## src/power_supply_control_map.svh

```systemverilog
`ifndef POWER_SUPPLY_CONTROL_MAP_SVH
`define POWER_SUPPLY_CONTROL_MAP_SVH

`define OFF_MODE_STATUS 8'h00
`define OFF_STAGE1_LEVEL 8'h04
`define OFF_SWITCHER 8'h08
`define OFF_PF_CONFIG 8'h0c
`define OFF_EVENTS 8'h10
`define OFF_USB_STATUS 8'h14
`define OFF_RESET_REASON 8'h18

`define LEVEL_W 3
`define THRESH_W 4
`define LEVEL_RESET 3'h0
`define THRESH_RESET 4'h0

`define BIT_HIGH_MODE 0
`define BIT_SW_STAGE1 0
`define BIT_SW_STAGE2 1
`define BIT_PF_ENABLE 0
`define FLD_PF_THRESH_LO 1
`define FLD_PF_THRESH_HI 4

`define EV_W 4
`define EV_PF 0
`define EV_DET 1
`define EV_REM 2
`define EV_RDY 3

`define BIT_VBUS_DET 0
`define BIT_USB_RDY 1
`define BIT_WAKE_VBUS 0

`define ASYNC_N 4
`define IN_VDD 0
`define IN_PF 1
`define IN_HF 2
`define IN_VBUS 3

`define CLK_PERIOD_NS 50
`define USB_SETTLE_NS 1000
`define USB_SETTLE_CYCLES ((`USB_SETTLE_NS + `CLK_PERIOD_NS - 1) / `CLK_PERIOD_NS)
`define PF_SETTLE_CYCLES 4
`define CNT_W 8

`endif

```

## src/power_supply_control_pkg.sv

```systemverilog
`default_nettype none

package power_supply_control_pkg;

  typedef enum logic [1:0] {
    USB_OFF = 2'b00,
    USB_SETTLING = 2'b01,
    USB_READY = 2'b11
  } usb_state_t;

  typedef logic [7:0] reg_addr_t;
  typedef logic [31:0] reg_data_t;

endpackage : power_supply_control_pkg

`default_nettype wire
```

## src/power_supply_control.sv

```systemverilog
// Design decisions made here: the register offsets and the strobed register port.
`include "power_supply_control_map.svh"
`default_nettype none

// Contract
// - detect supply mode, show in status
// - normal mode disables first stage automatically
// - first stage output level is software field
// - reset: linear on, switchers off, separate enables; first stage linear resets off until high mode is seen
// - switcher enabled turns that stage's linear off
// - first stage output kept in off and on
// - comparator off unless enabled; config register
// - warn when supply falls below threshold
// - warn if already below on enable/rethreshold
// - below threshold while enabled blocks flash writes
// - comparator idle in off or clock stopped
// - event when bus supply becomes valid
// - event when bus supply is removed
// - bus valid while off: reset, go on
// - bus wakeup sets reset reason bit
// - usb regulator on: enabled and bus valid
// - ready event after regulator settling time
// - bus detect and ready readable anytime
module power_supply_control
  import power_supply_control_pkg::*;
(
  input wire logic ref_clk,
  input wire logic rstn,
  input wire reg_addr_t regAddr,
  input wire reg_data_t regWdata,
  input wire logic regWrite,
  input wire logic regRead,
  output reg_data_t regRdata,
  input wire logic vddExternal,
  input wire logic pfBelowRaw,
  input wire logic hfClockRunning,
  input wire logic vbusValidRaw,
  input wire logic usbDeviceEnable,
  input wire logic systemOffRequest,
  output logic highSupplyMode,
  output logic stage1LinearEn,
  output logic stage1SwitchEn,
  output logic stage2LinearEn,
  output logic stage2SwitchEn,
  output logic [`LEVEL_W-1:0] stage1Level,
  output logic externalSupplyEn,
  output logic pfActive,
  output logic [`THRESH_W-1:0] pfThreshold,
  output logic flashWriteInhibit,
  output logic usbRegulatorOn,
  output logic usbPowerReady,
  output logic pfWarnEvent,
  output logic busDetectedEvent,
  output logic busRemovedEvent,
  output logic usbPowerReadyEvent,
  output logic wakeResetReq,
  output logic systemOn
);

  function automatic logic hit(input reg_addr_t addr, input reg_addr_t off);
    hit = (addr == off);
  endfunction : hit

  logic [`ASYNC_N-1:0] asyncIn;
  logic [`ASYNC_N-1:0] syncA;
  logic [`ASYNC_N-1:0] syncB;
  logic vbusPrev;
  logic pfQualPrev;
  logic pfQual;
  logic vbusRise;
  logic vbusFall;
  logic pfRise;
  logic pfRecheck;
  logic [`CNT_W-1:0] pfSettleCnt;
  logic swStage1;
  logic swStage2;
  logic pfEnable;
  logic [`EV_W-1:0] events;
  logic [`EV_W-1:0] evSet;
  logic [`EV_W-1:0] evClr;
  logic wakeVbus;
  logic usbOnReq;
  usb_state_t usbState;
  usb_state_t next_usbState;
  logic [`CNT_W-1:0] usbSettleCnt;
  logic usbReadyHit;
  reg_data_t next_regRdata;

  assign asyncIn[`IN_VDD] = vddExternal;
  assign asyncIn[`IN_PF] = pfBelowRaw;
  assign asyncIn[`IN_HF] = hfClockRunning;
  assign asyncIn[`IN_VBUS] = vbusValidRaw;

  // the supply pin sync rests at normal mode, so the first stage cannot glitch on after reset
  genvar gi;
  generate
    for (gi = 0; gi < `ASYNC_N; gi++) begin : g_sync
      always_ff @(posedge ref_clk) begin
        if (!rstn) begin
          syncA[gi] <= (gi == `IN_VDD);
          syncB[gi] <= (gi == `IN_VDD);
        end else begin
          syncA[gi] <= asyncIn[gi];
          syncB[gi] <= syncA[gi];
        end
      end
    end
  endgenerate

  // comparator result only counts while the comparator may run
  assign pfQual = pfActive & syncB[`IN_PF];
  assign pfRise = pfQual & ~pfQualPrev;
  assign vbusRise = syncB[`IN_VBUS] & ~vbusPrev;
  assign vbusFall = ~syncB[`IN_VBUS] & vbusPrev;
  assign pfRecheck = pfQual & ~pfRise & (pfSettleCnt == `CNT_W'(1));
  assign usbOnReq = usbDeviceEnable & syncB[`IN_VBUS];
  assign usbReadyHit = (usbSettleCnt == `CNT_W'(`USB_SETTLE_CYCLES - 1));

  always_ff @(posedge ref_clk) begin
    if (!rstn) begin
      vbusPrev <= 1'b0;
      pfQualPrev <= 1'b0;
    end else begin
      vbusPrev <= syncB[`IN_VBUS];
      pfQualPrev <= pfQual;
    end
  end

  // supply mode follows the pins: no outside supply on the low pin means high mode
  always_ff @(posedge ref_clk) begin
    if (!rstn) begin
      highSupplyMode <= 1'b0;
    end else begin
      highSupplyMode <= ~syncB[`IN_VDD];
    end
  end

  // regulator stage selection
  always_ff @(posedge ref_clk) begin
    if (!rstn) begin
      stage1LinearEn <= 1'b0;
      stage1SwitchEn <= 1'b0;
      stage2LinearEn <= 1'b1;
      stage2SwitchEn <= 1'b0;
      externalSupplyEn <= 1'b0;
    end else begin
      stage1LinearEn <= highSupplyMode & ~swStage1;
      stage1SwitchEn <= highSupplyMode & swStage1;
      stage2LinearEn <= ~swStage2;
      stage2SwitchEn <= swStage2;
      // not gated by systemOn: external loads stay powered while off
      externalSupplyEn <= highSupplyMode;
    end
  end

  // software configuration
  always_ff @(posedge ref_clk) begin
    if (!rstn) begin
      stage1Level <= `LEVEL_RESET;
      swStage1 <= 1'b0;
      swStage2 <= 1'b0;
      pfEnable <= 1'b0;
      pfThreshold <= `THRESH_RESET;
    end else if (regWrite) begin
      if (hit(regAddr, `OFF_STAGE1_LEVEL)) begin
        stage1Level <= regWdata[`LEVEL_W-1:0];
      end
      if (hit(regAddr, `OFF_SWITCHER)) begin
        swStage1 <= regWdata[`BIT_SW_STAGE1];
        swStage2 <= regWdata[`BIT_SW_STAGE2];
      end
      if (hit(regAddr, `OFF_PF_CONFIG)) begin
        pfEnable <= regWdata[`BIT_PF_ENABLE];
        pfThreshold <= regWdata[`FLD_PF_THRESH_HI:`FLD_PF_THRESH_LO];
      end
    end
  end

  // comparator activity
  always_ff @(posedge ref_clk) begin
    if (!rstn) begin
      pfActive <= 1'b0;
      flashWriteInhibit <= 1'b0;
    end else begin
      pfActive <= pfEnable & systemOn & syncB[`IN_HF];
      flashWriteInhibit <= pfQual;
    end
  end

  // a new threshold needs the analog output to settle and pass the synchroniser;
  // if it then reads below without an edge the warning is still owed
  always_ff @(posedge ref_clk) begin
    if (!rstn) begin
      pfSettleCnt <= '0;
    end else if (regWrite && hit(regAddr, `OFF_PF_CONFIG) && regWdata[`BIT_PF_ENABLE]) begin
      pfSettleCnt <= `CNT_W'(`PF_SETTLE_CYCLES);
    end else if (pfSettleCnt != '0) begin
      pfSettleCnt <= pfSettleCnt - `CNT_W'(1);
    end
  end

  // system on/off and bus wakeup
  always_ff @(posedge ref_clk) begin
    if (!rstn) begin
      systemOn <= 1'b1;
      wakeResetReq <= 1'b0;
    end else begin
      wakeResetReq <= 1'b0;
      if (!systemOn && vbusRise) begin
        systemOn <= 1'b1;
        wakeResetReq <= 1'b1;
      end else if (systemOffRequest) begin
        systemOn <= 1'b0;
      end
    end
  end

  // reset reason lives here, so the wakeup reset we request must not clear it
  always_ff @(posedge ref_clk) begin
    if (!rstn) begin
      wakeVbus <= 1'b0;
    end else if (!systemOn && vbusRise) begin
      wakeVbus <= 1'b1;
    end else if (regWrite && hit(regAddr, `OFF_RESET_REASON) && regWdata[`BIT_WAKE_VBUS]) begin
      wakeVbus <= 1'b0;
    end
  end

  // usb regulator sequencing
  always_comb begin
    next_usbState = usbState;
    case (usbState)
      USB_OFF: begin
        if (usbOnReq) begin
          next_usbState = USB_SETTLING;
        end
      end
      USB_SETTLING: begin
        if (!usbOnReq) begin
          next_usbState = USB_OFF;
        end else if (usbReadyHit) begin
          next_usbState = USB_READY;
        end
      end
      USB_READY: begin
        if (!usbOnReq) begin
          next_usbState = USB_OFF;
        end
      end
      default: begin
        next_usbState = USB_OFF;
      end
    endcase
  end

  always_ff @(posedge ref_clk) begin
    if (!rstn) begin
      usbState <= USB_OFF;
      usbRegulatorOn <= 1'b0;
      usbPowerReady <= 1'b0;
    end else begin
      usbState <= next_usbState;
      usbRegulatorOn <= (next_usbState != USB_OFF);
      usbPowerReady <= (next_usbState == USB_READY);
    end
  end

  always_ff @(posedge ref_clk) begin
    if (!rstn) begin
      usbSettleCnt <= '0;
    end else if (vbusFall || usbState != USB_SETTLING) begin
      usbSettleCnt <= '0;
    end else if (!usbReadyHit) begin
      usbSettleCnt <= usbSettleCnt + `CNT_W'(1);
    end
  end

  // events: one pulse per qualifying transition, also kept as sticky flags
  always_comb begin
    evSet = '0;
    evSet[`EV_PF] = pfRise | pfRecheck;
    evSet[`EV_DET] = vbusRise;
    evSet[`EV_REM] = vbusFall;
    evSet[`EV_RDY] = (usbState == USB_SETTLING) && (next_usbState == USB_READY);
    evClr = '0;
    if (regWrite && hit(regAddr, `OFF_EVENTS)) begin
      evClr = regWdata[`EV_W-1:0];
    end
  end

  always_ff @(posedge ref_clk) begin
    if (!rstn) begin
      events <= '0;
      pfWarnEvent <= 1'b0;
      busDetectedEvent <= 1'b0;
      busRemovedEvent <= 1'b0;
      usbPowerReadyEvent <= 1'b0;
    end else begin
      // a set in the same cycle as its clear survives
      events <= (events & ~evClr) | evSet;
      pfWarnEvent <= evSet[`EV_PF];
      busDetectedEvent <= evSet[`EV_DET];
      busRemovedEvent <= evSet[`EV_REM];
      usbPowerReadyEvent <= evSet[`EV_RDY];
    end
  end

  // register reads, data valid only in the following cycle
  always_comb begin
    next_regRdata = '0;
    if (regRead) begin
      if (hit(regAddr, `OFF_MODE_STATUS)) begin
        next_regRdata[`BIT_HIGH_MODE] = highSupplyMode;
      end
      if (hit(regAddr, `OFF_STAGE1_LEVEL)) begin
        next_regRdata[`LEVEL_W-1:0] = stage1Level;
      end
      if (hit(regAddr, `OFF_SWITCHER)) begin
        next_regRdata[`BIT_SW_STAGE1] = swStage1;
        next_regRdata[`BIT_SW_STAGE2] = swStage2;
      end
      if (hit(regAddr, `OFF_PF_CONFIG)) begin
        next_regRdata[`BIT_PF_ENABLE] = pfEnable;
        next_regRdata[`FLD_PF_THRESH_HI:`FLD_PF_THRESH_LO] = pfThreshold;
      end
      if (hit(regAddr, `OFF_EVENTS)) begin
        next_regRdata[`EV_W-1:0] = events;
      end
      if (hit(regAddr, `OFF_USB_STATUS)) begin
        next_regRdata[`BIT_VBUS_DET] = syncB[`IN_VBUS];
        next_regRdata[`BIT_USB_RDY] = usbPowerReady;
      end
      if (hit(regAddr, `OFF_RESET_REASON)) begin
        next_regRdata[`BIT_WAKE_VBUS] = wakeVbus;
      end
    end
  end

  always_ff @(posedge ref_clk) begin
    if (!rstn) begin
      regRdata <= '0;
    end else begin
      regRdata <= next_regRdata;
    end
  end

endmodule : power_supply_control

`default_nettype wire

```

## config.mk

```make
export PLATFORM = sky130hd
export DESIGN_NAME = power_supply_control
export DESIGN_NICKNAME = d
export VERILOG_FILES = /design/src/power_supply_control_pkg.sv /design/src/power_supply_control.sv
export VERILOG_INCLUDE_DIRS = /design/src /design/src/src
export SDC_FILE = /design/constraint.sdc
export NUM_CORES = 1
export LEC_CHECK = 0
export BUFFER_PORTS_ARGS = -buffer_cell sky130_fd_sc_hd__clkbuf_2
export CORE_ASPECT_RATIO = 1.5
export CORE_MARGIN = 8
export CORE_UTILIZATION = 52
export DETAILED_ROUTE_END_ITERATION = 12
export PLACE_DENSITY = 0.84
export SETUP_SLACK_MARGIN = 0.2
export SYNTH_ARGS = -nofsm -noshare
export SYNTH_HDL_FRONTEND = slang
export SYNTH_SLANG_ARGS = --single-unit
```

## constraint.sdc

```tcl
create_clock -name ref_clk -period 2.9 [get_ports ref_clk]
set_clock_uncertainty 0.2 [all_clocks]
set_input_delay 0.58 -clock ref_clk [delete_from_list [all_inputs] [get_ports ref_clk]]
set_output_delay 0.58 -clock ref_clk [all_outputs]
set_load 0.05 [all_outputs]
```

==> results of run 1 <==
## how the worst max path moves through the flow
stage	start	cells past startpoint	endpoint
2_1_floorplan	regAddr[5]	3	pfSettleCnt[4]
3_3_place_gp	regAddr[2]	4	pfSettleCnt[4]
3_5_place_dp	regAddr[2]	4	pfSettleCnt[4]
4_1_cts	usbSettleCnt[0]	4	events[3]
5_1_grt	pfSettleCnt[1]	5	pfSettleCnt[1]
6_report	usbSettleCnt[0]	4	usbPowerReady
## sequential cells by signal, summed over array words and instances (netlist names), 2 cells and up
register / count
events: 4
pfSettleCnt: 8
pfThreshold: 4
regRdata: 5
stage1Level: 3
syncA: 4
syncB: 4
usbSettleCnt: 8
usbState: 2
## worst register-to-register path: stages, from the launching register on
cell	delay [ns]
dfxtp_1	0.41
ha_1	0.27
or4b_4	0.53
nor2_1	0.34
o2111a_1	0.23
## cell usage after synthesis (3+ instances only)
| master | number |
|---|---|
| o21ai_0 | 12 |
| a31o_2 | 3 |
| clkbuf_1 | 11 |
| a211oi_1 | 7 |
| nand2b_1 | 5 |
| mux2_2 | 3 |
| or3_1 | 9 |
| nand4_1 | 6 |
| ha_1 | 3 |
| nor2b_1 | 6 |
| nand2_1 | 23 |
| inv_1 | 11 |
| nor2_1 | 9 |
| mux2i_1 | 9 |
| nand3_1 | 11 |
| a21oi_1 | 9 |
| and2_1 | 10 |
| dfxtp_1 | 63 |
| o2111a_1 | 3 |
| nor4_1 | 4 |
| nor3b_1 | 5 |
| buf_4 | 27 |
| nor3_1 | 6 |
## through the flow
stage               std cells  power [mW]  setup slack, ns  hold slack [ns]  cell area, sq um
finish                    418       2.108           0.8628           0.1830              3178
global route              418       2.225           0.7724           0.1973              3178
CTS                       418       2.123           0.8746           0.1806              3178
detailed placement        402       1.395           0.5973           0.1770              2988
global placement          402       1.375           0.6229           0.1768              2988
floorplan                 320       1.336           0.9599           0.1674              2882
## area by class of cell
type	instances	share of cell area, %
sequential	63	39.69
tap	68	2.677
inverter	11	1.299
clock buffer	12	4.567
timing repair buffer	52	8.346
clock inverter	4	1.417
multi-input combinational	208	42.01
## report_power, final
group          total (mW)  switching, mW  internal [mW]  leakage [nW]
Clock               0.724          0.308          0.416         0.100
Sequential          0.968         0.0544          0.914         0.512
Combinational       0.416          0.267          0.149         0.792
## metal layers
layer	wire (microns)	up-vias	share of wire, %
met2	3224	52	53
met4	159	0	2.6
met3	384	15	6.3
met1	2300	1017	38
met5	0	-	0
li1	-	1098	-
## cell usage in the layout (no fill, tap or decap), types with 7 or more instances in the layout
cell      instances
conb_1           27
o21ai_0          12
and2_1           10
inv_1            11
a211oi_1          7
or3_1             9
nand3_1          11
a21oi_1           9
clkbuf_2         50
dfxtp_1          63
nor2_1            9
clkbuf_8         10
mux2i_1           9
nand2_1          23
## kinds of logic after synthesis
logic type / count (synthesis) / synth area share, %
AND/OR/NAND/NOR: 114 / 24.63
flip-flops: 63 / 45.30
buffers and inverters: 49 / 10.25
AO/OA/AOI/OAI: 48 / 12.63
multiplexers: 12 / 4.449
XOR/XNOR: 4 / 1.259
adder cells (fa/ha/maj): 3 / 1.348
other: 1 / 0.1347
==> reports/qor.csv, run 1 <==
stage;metric;value;unit
worst_hold_path;min_path_type;reg2reg;
grt;use_met3;4.554;%
setup_path;regToRegSetupSlack;0.86;ns
layout;antennaDiodeCount;0;
die;die_width;75.74;microns
clock_tree;cts_made_buffers;9;
synth;synth-seq-area-share;45.30;%
synth;syn_avg_cell_area;9.469;sq um
sta;setup_viol_count_final;0;
layout;seqCellArea;1261;sq um
place;gp_congestion;0.8415;
worst_hold_path;min_path_cells;1;
synth;yosysWarnings;0;
route;avgViaCountPerCell;5.220;
sta;slew_headroom;46.38;%
grt;track_usage;16.17;%
synth;async_flop_share;0;%
layout;final_core_util;61.53;%
route;wire_per_inst;14.52;microns
sta;max_freq;0.4909;GHz
die;dieHeight;105.6;microns
synth;synth_edf_count;0;
grt;grt.busiest_layer;met2;
grt;grt_pass1_vias;2260;
synth;dominantRegCellSynth;dfxtp_1;
die;rows;32;
die;dieArea;7999;sq um
clock_tree;postCtsHoldBufs;0;
setup_path;cp_cell_sequence;ha_1 -> or4b_4 -> nor2_1 -> o2111a_1;
clock_tree;post_cts_buffers;0;
place;io_buffers;50;
clock_tree;htreeDepth;3;
layout;fillers;447;
grt;antenna_found_initial;0;
route;postRouteAntennaNets;0;
route;drt_iter0_drc;124;
synth;ys_ff_latch;63;
sta;final-hold-violation-count;0;
route;dr_total_vias;2182;
synth;synth_top_cell_by_area;dfxtp_1;
grt;grt_use_met1;16.56;%
clock_tree;clk_pin_slew;0.07;ns
synth;synth_top_area_share;45.30;%
grt;use_met2;27.41;%
setup_path;reg2reg_to;usbPowerReady;
sta;fin_setup_tns;0;ns
run;max_cap_viol_count;0;
synth;synthCells;294;
clock_tree;cts_tree;yes;
setup_path;path_max_fanout;6;
sta;drv_slew;0;
setup_path;crit_family;simple AND/OR/NAND/NOR gates;
die;ioPinCount;105;
synth;netlist_top_cells_area;dfxtp_1 45%, buf_4 7.3%, mux2i_1 3.2%;
setup_path;cp_num_buf_inv;0;
sta;min_period;2.037;ns
clock_tree;clockRootBuffer;clkbuf_8;
layout;layout-drive-gt1-share;22.86;%
setup_path;crit_type;reg2reg;
layout;nets;398;
setup_path;worstPathArrival;2.11;ns
clock_tree;cts_buffer_depth;2;
die;initial_core_util;53.90;%
setup_path;end_kind;flip-flop;
setup_path;worstSetupStartpointType;flip-flop;
power;peakVddDrop;0.5044;mV
setup_path;r2r_cells;4;
sta;grt_setup_unrepaired;no;
clock_tree;clock_sinks;63;
sta;min_period_over_period;70.25;%
clock_tree;clock_latency;0.34;ns
synth;synth.distinct_cells;53;
worst_hold_path;min_from;syncB[0];
clock_tree;cts.repair.resized;0;
grt;grt_pass1_wl;10050;microns
grt;grt.overflow.total;0;
worst_hold_path;min_delay_worst_endpoint;highSupplyMode;
synth;synthesis.area;2784;sq um
route;totalWireLength;6069;microns
place;hpwl;4704;microns
route;post-route-drc-count;0;
power;powerDensity;663.2;nW/um^2
power;p_leak;1.404;nW
setup_path;max_stage_delay;0.53;ns
setup_path;crit_required;2.98;ns
die;core-area;5165;sq um
layout;area_delta_synth_final;14.16;%
route;firstDrtPassIters;4;
status;status;complete, no violations;
sta;worst_pin_slew;0.7969;ns
setup_path;cpMaxStageDelayCell;or4b_4;
layout;multi_input_area;1335;sq um
grt;grt_max_degree;30;
setup_path;reg2reg_from;usbSettleCnt[0];
Note: power is estimated with default switching activity, not from simulation.
==> run 2, diff against run 1 <==
--- a/config.mk
+++ b/config.mk
@@ -6,12 +6,13 @@
 export SDC_FILE = /design/constraint.sdc
 export NUM_CORES = 1
 export LEC_CHECK = 0
+export ABC_AREA = 1
 export BUFFER_PORTS_ARGS = -buffer_cell sky130_fd_sc_hd__clkbuf_2
 export CORE_ASPECT_RATIO = 1.5
 export CORE_MARGIN = 8
-export CORE_UTILIZATION = 52
+export CORE_UTILIZATION = 48
 export DETAILED_ROUTE_END_ITERATION = 12
-export PLACE_DENSITY = 0.84
+export PLACE_DENSITY = 0.79
 export SETUP_SLACK_MARGIN = 0.2
 export SYNTH_ARGS = -nofsm -noshare
 export SYNTH_HDL_FRONTEND = slang
==> constraint.sdc (replaced) <==
create_clock -name ref_clk -period 2.1 [get_ports ref_clk]
set_clock_uncertainty 0.2 [all_clocks]
set_input_delay 0.42 -clock ref_clk [delete_from_list [all_inputs] [get_ports ref_clk]]
set_output_delay 0.42 -clock ref_clk [all_outputs]
set_load 0.05 [all_outputs]
==> run 2 against run 1 <==
  * Die area up 3.1%
  * Sequential share of layout area rose by 1.6 points
  * Global-route usage decreased by 1.8 points
  * Routed wire length decreased by 8.2%
  * Critical path type is now reg2out
==> reports/qor.csv, run 2 <==
stage;metric;value;unit
status;status;complete, no violations;
synth;yosysMostFrequentCell;nand2_1;
place;gp_congestion;0.8104;
route;post-route-drc-count;0;
die;ioPinCount;105;
synth;synthesis.area;2668;sq um
worst_hold_path;min_path_type;in2reg;
power;peakVddDrop;0.5883;mV
worst_hold_path;min_from;vbusValidRaw;
synth;yosysWarnings;0;
grt;grt_pass1_wl;9542;microns
layout;mostFrequentLayoutCells;65 x nand2_1, 63 x dfxtp_1, 55 x nor2_1;
clock_tree;cts_tree;yes;
grt;track_usage;14.37;%
layout;fillers;525;
route;avgViaCountPerCell;4.603;
die;dieArea;8248;sq um
die;core-area;5409;sq um
die;initial_core_util;49.32;%
clock_tree;clk_pin_slew;0.06;ns
sta;grt_setup_unrepaired;no;
route;wl_met3;469;microns
route;postRouteAntennaNets;0;
synth;synthCells;347;
synth;syn_avg_cell_area;7.687;sq um
sta;max_freq;0.6135;GHz
sta;final-hold-violation-count;0;
route;drt_iter0_drc;94;
sta;drv_slew;0;
setup_path;cp_num_buf_inv;1;
clock_tree;cts_buffer_depth;2;
setup_path;path_max_fanout;3;
setup_path;worstPathArrival;1.01;ns
setup_path;end_kind;output pin;
die;die_width;76.87;microns
worst_hold_path;min_path_cells;3;
setup_path;reg2reg_from;pfSettleCnt[0];
layout;antennaDiodeCount;0;
power;powerDensity;890.2;nW/um^2
synth;synthTopCellsByCount;65 x nand2_1, 63 x dfxtp_1, 55 x nor2_1, 42 x inv_1, 27 x buf_4;
setup_path;crit_type;reg2out;
synth;synth_top_area_share;47.28;%
clock_tree;clock_latency;0.34;ns
synth;synth.distinct_cells;31;
route;totalWireLength;5572;microns
layout;area_delta_synth_final;14.59;%
synth;ys_ff_latch;63;
sta;min_period;1.630;ns
setup_path;regToRegSetupSlack;0.49;ns
layout;final-instance-count-excl-fill;479;
route;dr_total_vias;2205;
clock_tree;cts_made_buffers;9;
synth;dominantRegCellSynth;dfxtp_1;
place;hpwl;4345;microns
clock_tree;cts.repair.resized;0;
grt;antenna_found_initial;0;
layout;nets;458;
setup_path;max_stage_delay;0.37;ns
route;wire_per_inst;11.63;microns
setup_path;r2r_cells;7;
route;met1Wirelength;2199;microns
sta;fin_setup_tns;0;ns
setup_path;cpMaxStageDelayCell;dfxtp_1;
grt;grt_max_degree;17;
setup_path;crit_family;flip-flops;
layout;final_core_util;56.51;%
grt;grt_pass1_vias;2241;
route;wl_met2;2738;microns
run;max_cap_viol_count;0;
synth;async_flop_share;0;%
grt;grt.overflow.total;0;
layout;final_common_cell;nand2_1;
die;rows;33;
clock_tree;htreeDepth;3;
clock_tree;clock_sinks;63;
sta;setup_viol_count_final;0;
die;dieHeight;107.3;microns
synth;netlist_top_cells_area;dfxtp_1 47%, nand2_1 9.1%, nor2_1 7.7%;
place;dpl.cell_count;464;
setup_path;cp_cell_sequence;clkbuf_2;
route;top_layer;met4;
route;firstDrtPassIters;4;
synth;synth_top_cell_by_area;dfxtp_1;
clock_tree;post_cts_buffers;0;
setup_path;worstSetupStartpointType;flip-flop;
setup_path;reg2reg_to;pfSettleCnt[7];
place;io_buffers;50;
power;p_leak;1.524;nW
sta;min_period_over_period;77.61;%
layout;layout-drive-gt1-share;20.54;%
synth;synth-seq-area-share;47.28;%
layout;top_regs;pfSettleCnt: 8 flops, usbSettleCnt: 8 flops, regRdata: 5 flops;
synth;synth_edf_count;0;
worst_hold_path;min_delay_worst_endpoint;syncA[3];
clock_tree;clockRootBuffer;clkbuf_8;
clock_tree;postCtsHoldBufs;0;
setup_path;crit_required;1.48;ns
-- run 2: metrics by stage --
stage / total power [mW] / hold WS [ns] / setup slack [ns] / area [sq um]
2_1_floorplan: 1.817 / 0.1682 / 0.6196 / 2765
3_3_place_gp: 1.859 / 0.1756 / 0.3857 / 2899
3_5_place_dp: 1.875 / 0.1745 / 0.3841 / 2899
4_1_cts: 2.748 / 0.04579 / 0.4515 / 3057
5_1_grt: 2.878 / 0.05950 / 0.3542 / 3057
6_report: 2.721 / 0.06418 / 0.4701 / 3057
-- run 2: cell families after synthesis --
logic type / synth area share [%]
and+or+nand+nor: 27.39
buffers and inverters: 14.45
DFF: 47.28
AOI/OAI and AO/OA: 7.364
xor gates and xnor gates: 1.970
adders and majority gates: 1.407
other: 0.1406
-- run 2: worst max path at each step --
| stage | startpoint | to | slack (ns) | cells after the start |
|---|---|---|---|---|
| 3_3_place_gp | regAddr[5] | events[1] | 0.39 | 8 |
| 5_1_grt | pfSettleCnt[0] | pfSettleCnt[2] | 0.35 | 7 |
| 4_1_cts | stage1Level[0] | stage1Level[0] | 0.45 | 1 |
| 6_report | stage1Level[0] | stage1Level[0] | 0.47 | 1 |
| 3_5_place_dp | regAddr[1] | pfEnable | 0.38 | 9 |
| 2_1_floorplan | regAddr[5] | events[1] | 0.62 | 7 |
-- run 2: area by class of cell --
class / count / area, sq um / share of cell area [%]
Timing Repair Buffer: 52 / 265.3 / 8.678
Multi-Input combinational cell: 235 / 1119 / 36.59
Inverter: 44 / 166.4 / 5.444
Clock buffer: 14 / 152.6 / 4.994
Clock inverter: 1 / 5.005 / 0.1637
Sequential cell: 63 / 1261 / 41.26
Tap cell: 70 / 87.58 / 2.865
-- run 2: metal layers --
metal  vias up  global-route usage (%)
met1       993                   13.35
li1       1140                       -
met4         0                   10.08
met2        60                   24.74
met5         -                       0
met3        12                   6.355
-- run 2: where the power goes --
| part | internal, mW | switching [mW] |
|---|---|---|
| Combinational | 0.186 | 0.356 |
| Sequential | 1.26 | 0.0462 |
| Clock | 0.454 | 0.418 |
| Total | 1.90 | 0.820 |
==> run 3, diff against run 2 <==
==> constraint.sdc (replaced) <==
create_clock -name ref_clk -period 1.5 [get_ports ref_clk]
set_clock_uncertainty 0.2 [all_clocks]
set_input_delay 0.3 -clock ref_clk [delete_from_list [all_inputs] [get_ports ref_clk]]
set_output_delay 0.3 -clock ref_clk [all_outputs]
set_load 0.05 [all_outputs]
==> run 3 against run 2 <==
  * Total power up 80%
  * Core utilization increased by 24 points
  * Critical path depth up 3
  * Clock-buffer cell count shrank 1
  * Sequential share of layout area shrank 11 points
  * Register-to-register slack worse by 0.46 ns
  * Highest routed layer unchanged
  * Worst hold slack got worse by 0.040 ns
  * Largest cell class is now multi-input combinational cells
  * Combinational power rose to 2.7 times the previous value
  * Clock power increased by 73%
==> reports/qor.csv, run 3 (synthesis results as in run 2) <==
stage;metric;value;unit
status;status;complete, no violations;
grt;grt_max_degree;12;
sta;final-hold-violation-count;0;
layout;final_common_cell;nand2_1;
sta;worst_slack;0.03458;ns
layout;top_regs;pfSettleCnt: 8 flops, usbSettleCnt: 8 flops, regRdata: 5 flops;
grt;grt_pass1_wl;12090;microns
route;postRouteAntennaNets;0;
sta;fin_hold_ws;0.02432;ns
place;gp_congestion;0.8179;
die;core-area;5409;sq um
clock_tree;clk_pin_slew;0.08;ns
grt;track_usage;18.39;%
die;die_width;76.87;microns
route;post-route-drc-count;0;
route;avgViaCountPerCell;5.101;
die;ioPinCount;105;
sta;max_freq;0.6824;GHz
route;firstDrtPassIters;4;
worst_hold_path;min_path_cells;3;
route;drt_iter0_drc;205;
clock_tree;clockRootBuffer;clkbuf_8;
setup_path;crit_required;1.58;ns
route;wire_per_inst;16.84;microns
die;dieArea;8248;sq um
setup_path;reg2reg_from;pfSettleCnt[3];
grt;grt_pass1_vias;2607;
setup_path;crit_type;reg2reg;
layout;multi_input_area;1413;sq um
setup_path;path_max_fanout;4;
layout;layout-drive-gt1-share;47.81;%
run;max_cap_viol_count;0;
die;dieHeight;107.3;microns
clock_tree;cts_buffer_depth;2;
sta;min_period;1.465;ns
layout;final_cell_area;4342;sq um
setup_path;regToRegSetupSlack;0.03;ns
sta;fin_setup_tns;0;ns
setup_path;r2r_cells;4;
clock_tree;cts_made_buffers;9;
worst_hold_path;min_from;regWdata[3];
setup_path;reg2reg_to;pfSettleCnt[7];
layout;antennaDiodeCount;0;
clock_tree;clock_sinks;63;
layout;nets;504;
grt;grt.overflow.total;0;
clock_tree;clock_latency;0.35;ns
die;initial_core_util;49.32;%
layout;area_delta_synth_final;62.76;%
worst_hold_path;min_delay_worst_endpoint;pfThreshold[2];
sta;min_period_over_period;97.69;%
place;io_buffers;50;
die;rows;33;
setup_path;worstSetupStartpointType;flip-flop;
setup_path;worstPathArrival;1.55;ns
place;dp_slack;-0.1407;ns
grt;antenna_found_initial;0;
clock_tree;cts_tree;yes;
place;placed_area;3069;sq um
sta;drv_slew;0;
worst_hold_path;min_path_type;in2reg;
power;powerDensity;1128;nW/um^2
setup_path;end_kind;flip-flop;
route;totalWireLength;8857;microns
clock_tree;htreeDepth;3;
layout;seqCellArea;1323;sq um
sta;grt_setup_unrepaired;yes;
sta;setup_viol_count_final;0;
power;p_leak;1.993;nW
place;hpwl;4538;microns
layout;fillers;301;
layout;final_core_util;80.27;%
route;dr_total_vias;2683;
power;peakVddDrop;1.094;mV
layout;mostFrequentLayoutCells;55 x nand2_1, 42 x nor2_1, 37 x buf_4;
==> run 3: changes by cell type in the layout (fill, tap and decap cells not counted), sizes merged <==
cell,previous run,this run
clkinvlp,0,1
buf,2,50
bufinv,0,1
dlygate4sd3,0,6
clkbuf,64,55
==> run 3: metal layers <==
layer  GRT usage, %  up-vias  wire length [microns]  share of wire, %
li1               -     1238                      -                 -
met1          17.86     1289                   3338                38
met2          32.54      119                   4602                52
met3          6.271       37                    534               6.0
met4          11.88        0                    380               4.3
met5              0        -                      0                 0
==> run 3: worst max-delay path: stages, from the launching register on <==
cell and delay [ns]:
dfxtp_1 0.38, nor2_2 0.18, nand4_1 0.16, or2_2 0.32
a21oi_2 0.15
==> run 3: worst max path at each step <==
stage                         startpoint               to  cells after the start
after floorplan               regAddr[7]        events[1]                      7
after global placement        regAddr[7]   pfSettleCnt[7]                      9
after detailed placement      regAddr[7]   pfSettleCnt[5]                      9
after CTS                  usbPowerReady    usbPowerReady                      1
after global routing            vbusPrev  usbSettleCnt[1]                      8
final                     pfSettleCnt[3]   pfSettleCnt[7]                      4
==> run 3: metrics by stage <==
stage                     cells  total power, mW
after CTS                   517            4.410
after global routing        526            5.065
final                       526            4.897
after detailed placement    474            2.754
after floorplan             373            2.631
after global placement      474            2.707
==> run 3: layout make-up <==
type                    instances  area share [%]
flip-flops and latches         63           30.46
well taps                      70           2.017
multi-input cells             235           32.54
clock inverters                 3          0.9798
inverters                      44           4.409
repair buffers                 98           26.17
clock buffers                  13           3.429
==> run 3: what timing repair did <==
action / 4_1_cts / 5_1_grt
hold buffers: 6 / 0
pin swaps: 14 / 23
endpoints found under the hold margin: 6 / 0
setup endpoints to repair: 46 / 56
gates resized for setup: 131 / 55
setup buffers: 21 / 9
==> run 3: power breakdown <==
group	switching, mW	internal (mW)
Combinational	0.850	0.616
Clock	0.694	0.813
Sequential	0.142	1.78
Total	1.69	3.21
